<file path="src/hdl/fuse_prog_pkg.sv">
package fuse_prog_pkg;

    // ****************************************
    // Array geometry
    // ****************************************
    localparam int WORDS = 32;
    localparam int WIDTH = 8;
    localparam int ADDR_W = 5;

    // ****************************************
    // Timing, in microseconds, and clock rate
    // ****************************************
    localparam int CLK_MHZ = 200;
    localparam int T_STEP_US = 10;      // Pulse sequence delay
    localparam int T_VERIFY_US = 50;    // Supply-off to verify delay
    localparam int T_PULSE_MIN_US = 1000;
    localparam int T_PULSE_MAX_US = 2000;
    localparam int T_REST_US = 4000;    // Rest at zero supply per cycle

    // Derived cycle counts (exact at this rate)
    localparam int STEP_CYC = T_STEP_US * CLK_MHZ;
    localparam int VERIFY_CYC = T_VERIFY_US * CLK_MHZ;
    localparam int PULSE_MIN_CYC = T_PULSE_MIN_US * CLK_MHZ;
    localparam int PULSE_MAX_CYC = T_PULSE_MAX_US * CLK_MHZ;
    localparam int REST_CYC = T_REST_US * CLK_MHZ;

    // Wait counter width, large enough for the rest period
    localparam int TIMER_W = 20;

    // ****************************************
    // Supply level request to the external supply
    // ****************************************
    typedef enum logic [2:0] {
        SUP_OFF = 3'h0,
        SUP_NORM = 3'h1,
        SUP_PROG = 3'h2,
        SUP_HI = 3'h3,
        SUP_LO = 3'h4
    } supply_e;

    // Controller states, one-hot
    typedef enum logic [11:0] {
        S_IDLE = 12'h001,
        S_SEL = 12'h002,
        S_CUR = 12'h004,
        S_PULSE = 12'h008,
        S_HOLD = 12'h010,
        S_DROP = 12'h020,
        S_OFF = 12'h040,
        S_VHI = 12'h080,
        S_VLO = 12'h100,
        S_REST = 12'h200,
        S_GAP = 12'h400,
        S_READ = 12'h800
    } state_e;

    // Everything the controller drives toward the device
    typedef struct packed {
        supply_e supply;
        logic [WIDTH-1:0] fuse_en;
        logic ce_n;
        logic [ADDR_W-1:0] addr;
    } pins_s;

endpackage : fuse_prog_pkg

</file>
<file path="src/hdl/pin_sync.sv">
`timescale 1ns/1ps
module pin_sync #(
    parameter int W = 8
) (
    input wire logic ref_clk,
    input wire logic rst_n,
    input wire logic [W-1:0] din,
    output logic [W-1:0] dout
);

    logic [W-1:0] s1;
    logic [W-1:0] s2;
    logic [W-1:0] s3;
    logic [W-1:0] next_dout;

    // ****************************************
    // Three stages; accept a level once stages two and three agree
    // ****************************************
    genvar i;
    generate
        for (i = 0; i < W; i++)
        begin : g_bit
            always_comb
            begin
                next_dout[i] = (s2[i] == s3[i]) ? s3[i] : dout[i];
            end
        end
    endgenerate

    // Register the stages
    always_ff @(posedge ref_clk)
    begin
        if (!rst_n)
        begin
            s1 <= '0;
            s2 <= '0;
            s3 <= '0;
            dout <= '0;
        end
        else
        begin
            s1 <= din;
            s2 <= s1;
            s3 <= s2;
            dout <= next_dout;
        end
    end

endmodule : pin_sync

</file>
<file path="src/hdl/fuse_programmer.sv">
`timescale 1ns/1ps
module fuse_programmer
    import fuse_prog_pkg::*;
#(
    parameter int PULSE_CYC = PULSE_MIN_CYC,
    parameter int VERIFY_DLY_CYC = VERIFY_CYC,
    parameter int REST_DLY_CYC = REST_CYC
) (
    input wire logic ref_clk,
    input wire logic rst_n,
    input wire logic prog_start,
    input wire logic [ADDR_W-1:0] prog_addr,
    input wire logic [WIDTH-1:0] prog_bits,
    input wire logic read_start,
    input wire logic [ADDR_W-1:0] read_addr,
    output logic busy,
    output logic done,
    output logic fail,
    output logic [WIDTH-1:0] read_data,
    output logic [ADDR_W-1:0] dev_addr,
    output logic dev_ce_n,
    output supply_e dev_supply,
    output logic [WIDTH-1:0] dev_fuse_en,
    input wire logic [WIDTH-1:0] dev_sense
);

    // ****************************************
    // Declarations
    // ****************************************
    state_e state;
    state_e next_state;
    pins_s pins;
    pins_s next_pins;
    logic [TIMER_W-1:0] timer;
    logic [TIMER_W-1:0] next_timer;
    logic [WIDTH-1:0] remain;
    logic [WIDTH-1:0] next_remain;
    logic [WIDTH-1:0] bit_sel;
    logic [WIDTH-1:0] next_bit_sel;
    logic next_busy;
    logic next_done;
    logic next_fail;
    logic [WIDTH-1:0] next_read_data;
    logic [WIDTH-1:0] sense;

    // Lowest set bit of a mask, one-hot
    function automatic logic [WIDTH-1:0] lowest_bit(input logic [WIDTH-1:0] m);
        lowest_bit = m & (~m + 1'b1);
    endfunction : lowest_bit

    // ****************************************
    // Sense comparator outputs come from off chip
    // ****************************************
    pin_sync #(
        .W(WIDTH)
    ) u_sense_sync (
        .ref_clk(ref_clk),
        .rst_n(rst_n),
        .din(dev_sense),
        .dout(sense)
    );

    // ****************************************
    // Sequencer
    // ****************************************
    always_comb
    begin
        next_state = state;
        next_pins = pins;
        next_timer = (timer != '0) ? timer - 1'b1 : timer;
        next_remain = remain;
        next_bit_sel = bit_sel;
        next_busy = busy;
        next_done = 1'b0;
        next_fail = fail;
        next_read_data = read_data;
        unique case (state)
            S_IDLE:
            begin
                if (prog_start)
                begin
                    next_fail = 1'b0;
                    next_pins.addr = prog_addr;   // address before supply
                    next_remain = prog_bits;      // only requested bits
                    if (prog_bits == '0)
                    begin
                        next_done = 1'b1;
                    end
                    else
                    begin
                        next_timer = TIMER_W'(STEP_CYC);
                        next_busy = 1'b1;
                        next_state = S_SEL;
                    end
                end
                else if (read_start)
                begin
                    next_pins.addr = read_addr;
                    next_pins.supply = SUP_NORM;
                    next_pins.ce_n = 1'b0;        // select gates outputs
                    next_timer = TIMER_W'(STEP_CYC);
                    next_busy = 1'b1;
                    next_state = S_READ;
                end
            end
            S_SEL:
            begin
                // Address already stands one cycle before the supply rises
                if (pins.supply != SUP_PROG)
                begin
                    next_pins.supply = SUP_PROG;  // supply after address
                    next_timer = TIMER_W'(STEP_CYC);
                end
                else if (timer == '0)
                begin
                    next_bit_sel = lowest_bit(remain);
                    next_pins.fuse_en = lowest_bit(remain);  // one output only
                    next_timer = TIMER_W'(STEP_CYC);
                    next_state = S_CUR;
                end
            end
            S_CUR:
            begin
                if (timer == '0)
                begin
                    next_pins.ce_n = 1'b0;        // fusing pulse
                    next_timer = TIMER_W'(PULSE_CYC);
                    next_state = S_PULSE;
                end
            end
            S_PULSE:
            begin
                if (timer == '0)
                begin
                    next_pins.ce_n = 1'b1;
                    next_timer = TIMER_W'(STEP_CYC);
                    next_state = S_HOLD;
                end
            end
            S_HOLD:
            begin
                if (timer == '0)
                begin
                    next_pins.fuse_en = '0;
                    next_timer = TIMER_W'(STEP_CYC);
                    next_state = S_DROP;
                end
            end
            S_DROP:
            begin
                if (timer == '0)
                begin
                    next_pins.supply = SUP_OFF;
                    next_timer = TIMER_W'(VERIFY_DLY_CYC);
                    next_state = S_OFF;
                end
            end
            S_OFF:
            begin
                if (timer == '0)
                begin
                    next_pins.supply = SUP_HI;
                    next_pins.ce_n = 1'b0;
                    next_timer = TIMER_W'(STEP_CYC);
                    next_state = S_VHI;
                end
            end
            S_VHI:
            begin
                if (timer == '0)
                begin
                    if ((sense & bit_sel) == '0)  // must read one
                    begin
                        next_fail = 1'b1;
                        next_pins.supply = SUP_OFF;
                        next_pins.ce_n = 1'b1;
                        next_timer = TIMER_W'(STEP_CYC);
                        next_state = S_GAP;
                    end
                    else
                    begin
                        next_pins.supply = SUP_LO;
                        next_timer = TIMER_W'(STEP_CYC);
                        next_state = S_VLO;
                    end
                end
            end
            S_VLO:
            begin
                if (timer == '0)
                begin
                    next_fail = ((sense & bit_sel) == '0);
                    next_pins.supply = SUP_OFF;   // rest at zero supply
                    next_pins.ce_n = 1'b1;
                    next_remain = remain & ~bit_sel;
                    next_timer = TIMER_W'(REST_DLY_CYC);
                    next_state = S_REST;
                end
            end
            S_REST:
            begin
                if (timer == '0)
                begin
                    if (remain != '0 && !fail)
                    begin
                        next_pins.supply = SUP_PROG;
                        next_timer = TIMER_W'(STEP_CYC);
                        next_state = S_SEL;
                    end
                    else
                    begin
                        next_timer = TIMER_W'(STEP_CYC);
                        next_state = S_GAP;
                    end
                end
            end
            S_GAP:
            begin
                if (timer == '0)
                begin
                    next_busy = 1'b0;
                    next_done = 1'b1;
                    next_state = S_IDLE;
                end
            end
            S_READ:
            begin
                if (timer == '0)
                begin
                    next_read_data = sense;
                    next_pins.ce_n = 1'b1;
                    next_pins.supply = SUP_OFF;
                    next_busy = 1'b0;
                    next_done = 1'b1;
                    next_state = S_IDLE;
                end
            end
            default:
            begin
                next_state = S_IDLE;
            end
        endcase
    end

    // Register sequencer state
    always_ff @(posedge ref_clk)
    begin
        if (!rst_n)
        begin
            state <= S_IDLE;
            pins <= '{supply: SUP_OFF, fuse_en: '0, ce_n: 1'b1, addr: '0};
            timer <= '0;
            remain <= '0;
            bit_sel <= '0;
            busy <= 1'b0;
            done <= 1'b0;
            fail <= 1'b0;
            read_data <= '0;
        end
        else
        begin
            state <= next_state;
            pins <= next_pins;
            timer <= next_timer;
            remain <= next_remain;
            bit_sel <= next_bit_sel;
            busy <= next_busy;
            done <= next_done;
            fail <= next_fail;
            read_data <= next_read_data;
        end
    end

    // Pins straight from the state register
    assign dev_addr = pins.addr;
    assign dev_ce_n = pins.ce_n;
    assign dev_supply = pins.supply;
    assign dev_fuse_en = pins.fuse_en;

    // ****************************************
    // Checks
    // ****************************************
    logic [TIMER_W-1:0] quiet;
    logic [TIMER_W-1:0] next_quiet;
    state_e prev_state;

    // Cycles since the pins last changed
    always_comb
    begin
        next_quiet = (next_pins != pins) ? '0 : ((&quiet) ? quiet : quiet + 1'b1);
    end

    always_ff @(posedge ref_clk)
    begin
        if (!rst_n)
        begin
            quiet <= '0;
            prev_state <= S_IDLE;
        end
        else
        begin
            quiet <= next_quiet;
            prev_state <= state;
        end
    end
endmodule : fuse_programmer

</file>
<file path="config.mk">
export PLATFORM = sky130hd
export DESIGN_NAME = fuse_programmer
export DESIGN_NICKNAME = d
export VERILOG_FILES = /design/src/hdl/fuse_prog_pkg.sv /design/src/hdl/pin_sync.sv /design/src/hdl/fuse_programmer.sv
export SDC_FILE = /design/constraint.sdc
export NUM_CORES = 1
export LEC_CHECK = 0
export BUFFER_PORTS_ARGS = -buffer_cell sky130_fd_sc_hd__buf_2
export CELL_PAD_IN_SITES_DETAIL_PLACEMENT = 0
export CELL_PAD_IN_SITES_GLOBAL_PLACEMENT = 2
export CORE_ASPECT_RATIO = 1.75
export CORE_MARGIN = 10
export CORE_UTILIZATION = 25
export CTS_CLUSTER_DIAMETER = 40
export CTS_CLUSTER_SIZE = 10
export DETAILED_ROUTE_END_ITERATION = 10
export PLACE_DENSITY_LB_ADDON = 0.3
export SLEW_MARGIN = 0
export SYNTH_ARGS = -nofsm -noshare
export SYNTH_HDL_FRONTEND = slang
export SYNTH_HIERARCHICAL = 1
export SYNTH_SLANG_ARGS = --single-unit
</file>
<file path="constraint.sdc">
create_clock -name ref_clk -period 2.3 [get_ports ref_clk]
set_input_delay 0.46 -clock ref_clk [delete_from_list [all_inputs] [get_ports ref_clk]]
set_output_delay 0.46 -clock ref_clk [all_outputs]
set_load 0.1 [all_outputs]
</file>
---- Yosys cells after proc, flatten, opt, wreduce, memory -nomap -nowiden ----
Cells that the tools add are included.
storage, ports and cells
  register bits after elaboration ......... 108
  input port bits ......................... 30
  output and inout port bits .............. 28
  word-level logic and storage cells ...... 166
operators by class
  add/sub/neg operators ................... 2
  eq/ne operators ......................... 43
  muxes and demuxes ....................... 63
  bitwise operators ....................... 6
  reduce and logical (&&, ||, !) cells .... 29
operators with widths
  cell                     number
  $mux W20                 9
  $mux W12                 14
  $pmux W12 S11            1
  $pmux W20 S6             1
  $mux W8                  5
  $ne A2 B2 Y1 const B     16
  $pmux W8 S2              2
  $mux W3                  9
  $and A8 B8 Y8            3
  $mux W11                 2
  $logic_not A20 Y1        1
  $reduce_bool A20 Y1      1
  $sub A20 B1 Y20 const B  1
  $pmux W3 S6              1
  $logic_not A8 Y1         2
  $not A8 Y8               2
  $mux W1                  13
  $reduce_and A13 Y1       1
  $eq A12 B1 Y1 const B    1
  $eq A12 B10 Y1 const B   1
  $eq A12 B11 Y1 const B   1
  $eq A12 B12 Y1 const B   1
  $eq A12 B2 Y1 const B    1
  $eq A12 B3 Y1 const B    1
  other kinds (33)         53

---- Logic depth before layout (Yosys ltp) ----
  depth after elaboration ................. 6
  gate-level depth with buffers ........... 11
  depth with buffers taken out ............ 9

---- Hierarchy ----
The synthesis kept the hierarchy.
by module, submodules not included
  module           instances  cells each  area each (um2)  sequential area each (um2)
  fuse_programmer  1          521         4372.9           1521.5
  pin_sync         1          83          960.9            640.6

---- Least setup slack after synthesis ----
No wires, ideal clock.
  kind .................................... register to register
  start ................................... reg pins (netlist bit dev_supply[1])
  end ..................................... reg pins (netlist bit dev_fuse_en[5])
  setup time .............................. 70 ps
  arrival time ............................ 2455 ps
  required time ........................... 2230 ps
  setup slack ............................. -225 ps
  stages on the path, launching flop included .. 8
  buffers on the path ..................... 1
  period minus slack after synthesis ...... 2525 ps
  path through ............................ dfxtp_1 > nor3b_1 > nand4_1 > o31ai_2 > nand2_1 > buf_2 > or3_1 > a21oi_1
between the ends
  longest elaborated chain between the ends .. 3
ends and longest elaborated chain
  what                         line                    text
  start, declared              fuse_programmer.sv:32   pins_s pins;
  start signal, assigned       fuse_programmer.sv:251  pins <= '{supply: SUP_OFF, fuse_en: '0, ce_n: 1'b1, addr: '0};
  start signal, assigned       fuse_programmer.sv:263  pins <= next_pins;
  $ne A3 B2 Y1                 fuse_programmer.sv:109  if (pins.supply != SUP_PROG)
  $ne A2 B2 Y1 (no line)       --
  $reduce_and A4 Y1 (no line)  --
Every way passes these cells.
A chain may end at the register's enable or synchronous reset.

---- Worst setup path after layout ----
  start ................................... reg state[6]
  end ..................................... reg state[6]
between the ends
  longest elaborated chain between the ends .. 4
  elaborated cells between the ends (all ways) .. 28
  classes of those cells .................. 25 x eq/ne; 1 x mux; 2 x reduce/logical
ends and longest elaborated chain
  what                                              line                    text
  start, declared                                   fuse_programmer.sv:30   state_e state;
  start signal, assigned                            fuse_programmer.sv:262  state <= next_state;
  $eq A12 B12 Y1 or $eq A12 B11 Y1 (tied branches)  fuse_programmer.sv:77   unique case (state)
  $reduce_or A2 Y1 (no line)                        --
  $ne A2 B1 Y1 (no line)                            --
  $reduce_and A13 Y1 (no line)                      --
Parallel ways exist; a longest one is shown, timed or not.

==> results.md <==
- Result of the run: complete, no violations
- Number of flip-flops under the largest register name: 20
- Number of H-tree branching levels: 3
- Leakage: 2.97 nW
- Mux contribution to synthesized area: 0.0263
- Count of final setup violators: 0
- Number of antenna violations at the first check in global routing: 0
- Worst-case setup margin in the final layout: 0.00675 ns
- Adder-Cell Fraction of Synth Area: 0.00704
- Slew Limit Fails: 0
- Clock net sink count: 108
- Post-synth net total: 637
- Non-filler cells, final: 1,029
- Hold-fix buffer count after cts: 0
- Critical Setup Path Class: flip-flop to flip-flop
- Detailed route wirelength on metal2: 11,900 um
- Final routed wirelength across all metal layers: 20,100 um
- Relative area change from synthesis to final layout: 35.7%
- Clock tree from TritonCTS: done
- Worst clock skew on the final layout: 0.0107 ns
- Cell Count Post-Placement: 1,008
- Maximum number of pins on one net before global-route repair: 42
- Min-Delay Path Class: input pin to flip-flop
- Largest Register: timer
- Area leader, netlist: dfxtp_1
- Detailed route wirelength on metal3: 503 um
- Peak supply drop: 435 uV
- Post-Route Hold Slack: 0.307 ns
- Area share of the largest cell type after synthesis: 0.405
- Post-placement setup slack: -0.288 ns
- Worst reg2reg path startpoint: state[6]$_SDFFE_PN0P_
- Layout filler cell count: 2,156
- Worst-path clk slew: 0.07 ns
- Global routing usage summed across all routing layers: 0.149
- Number of enable-type register cells in the synthesized netlist: 0
- Simple-Gate Fraction of Synth Area: 0.276
- Vias in the first global route: 5,437
- Antenna diode count: 0
- Antenna viol nets, final: 0
- Max-slew headroom at the worst pin: 0.588
- Top routing layer in use: met4
- Worst min-delay path startpoint: dev_sense[1]
- Die area: 27,800 um^2
- Category of the worst setup path capture point: flip-flop
- Latest clock arrival within the worst-skew pair: 0.36 ns
- Post-synth cell types: 82
- Power density over the cells: 1140 nW/um^2
- Vias per cell: 5.06
- Placeable core region: 20,900 um^2
- Fin crit share: 0.997
- Mean area per synthesized cell: 8.83 um^2
- Most frequent standard cell in the layout excluding fill and tap cells: buf_4
- Max Fanout on Critical Path: 8
- Post-route setup TNS: 0 ns
- Root buffer selected by CTS: clkbuf_16
- Minimum clock period: 2.29 ns
- Max Fclk: 436 MHz
- Via count: 5,207
- Type of origin of the critical path: flip-flop
- Largest registers in the final layout: timer x20, state x12
- #FFs+latches synth: 108
- Share of post-route cells with drive strength above 1: 0.355
- DR pass1 iterations: 4
- Post-synthesis async set-or-reset flop share: 0
- Total Nets Final: 805
- Launch point of the worst path: state[6]$_SDFFE_PN0P_
- Met1 wire length: 6910 um
- Dominant combinational cell family by area after synthesis: simple AND/OR/NAND/NOR gates
- Post-Syn Area: 5330 um^2
- Residual DRC count: 0
- Total I/O pin count: 58
- Share of the yosys chip area belonging to registers: 0.405
- Chip Height: 213 um
- Post-synthesis xor/xnor area fraction: 0.0345
- Number of placement rows: 70
- Wire length of the first global-routing pass: 31,000 um
- Initial core utilization: 0.255
- Slew @ Worst Pin: 0.614 ns
- Top_reg_cell synth: dfxtp_1
- Largest cells by area after synthesis: dfxtp_1 41%, a21oi_1 4.9%, nor2_1 4.2%
- Cells after Synth: 604
- Number of port buffers: 57
- Remaining global-route overflow: 0
- Global placement routability congestion: 0.935
- Worst Path Required: 2.58 ns
- Max-capacitance violation count: 0
- Commonest non-fill, non-tap cells in the layout: 128 x buf_4, 96 x dfxtp_1, 60 x nor2_1
- Warning count from the yosys run: 6
- Fin. Hold Viols: 0
- Die Width: 130 um
- Maximum number of buffers from clock root to sink: 2
- Endpoint arrival time on the critical path: 2.57 ns
- Clock buffers created by TritonCTS: 9
- Detailed Route Iter0 Violations: 341
- Routed wire per std cell: 19.6 um
- Synth Area in Compound Gates: 0.207
- Hpwl dp: 16,300 um
- Unrepaired setup endpoints after global routing: yes
-- cells in the mapped netlist, types with 3 or more instances --
cell type and n:
nand2_1 51, a21oi_1 52, nor4_4 5, xor2_1 16, nor3b_1 3, nand3b_1 4, dfxtp_1 108, buf_6 5
a311oi_1 3, buf_4 5, mux2i_1 14, nor4_1 7, and2_1 31, nor4b_1 5, o21ai_0 34, clkbuf_1 12
a21boi_2 6, inv_1 9, a22oi_1 4, o21a_1 4, nand4_1 14, o22ai_1 4, nor2b_1 5, nor4_2 3
and3_1 7, a211oi_1 9, nor2_1 60, xnor2_1 5, o211ai_1 4, a31oi_1 3, or3_1 9, ha_1 3
buf_2 9, nand3_1 23, nor3_1 11
-- where the power goes --
group	internal (W)	total (W)	switching, W	leakage (nW)
clock network	0.000759	0.00155	0.000790	0.136
logic	0.00186	0.00439	0.00253	1.95
registers	0.00211	0.00235	0.000237	0.887
total	0.00473	0.00828	0.00356	2.97
-- final cells by class --
class	count	area [um^2]	area share
Sequential cell	108	2180	0.302
Multi-Input combinational cell	452	3060	0.422
Inverter	10	40.0	0.00553
Clock buffer	10	229	0.0316
Timing Repair Buffer	191	1360	0.188
Clock inverter	6	53.8	0.00744
Tap cell	252	315	0.0436
-- metal layers --
metal / GRT usage / up-vias
met4: 0.0724 / 0
met5: 0 / -
met1: 0.135 / 2528
met3: 0.0196 / 40
li1: - / 2533
met2: 0.304 / 106
-- what timing repair did --
action	CTS	global route
pin swaps	1	9
setup endpoints to repair	45	52
resized for setup	9	31
hold endpoints to repair	0	0
buffers inserted	0	5
-- critical path, cell delays in order (launching register included) --
cell,delay (ns)
dfxtp_4,0.37
buf_4,0.13
nor4b_2,0.47
nand3_1,0.25
buf_4,0.21
nand2_2,0.13
o41a_4,0.25
buf_4,0.17
o21ai_0,0.10
a21oi_1,0.14
-- cell families (layout without fill, tap and decap cells) --
group                    Yosys count  count (layout)
AO/OA/AOI/OAI                    156             156
buffers and inverters             44             217
AND/OR/NAND/NOR                  258             258
multiplexers                      14              14
adder cells (fa/ha/maj)            3               3
flip-flops                       108             108
XOR/XNOR                          21              21
-- final timing paths --
check                                                endpoint  slack, ns  cells after the start
worst max-delay path                    state[6]$_SDFFE_PN0P_      0.007                      9
worst min register to register  u_sense_sync/s2[7]$_SDFF_PN0_       0.43                      1
worst max register to register          state[6]$_SDFFE_PN0P_      0.007                      9
worst min-delay path            u_sense_sync/s1[1]$_SDFF_PN0_       0.31                      2
-- through the flow --
stage	power, W	cell area, um^2	utilization
finish	0.00828	7240	0.346
global placement	0.00653	6760	0.323
detailed placement	0.00656	6760	0.323
global route	0.00875	7240	0.346
CTS	0.00817	7080	0.338
floorplan	0.00478	5340	-
(Power assumes the default switching activity.)
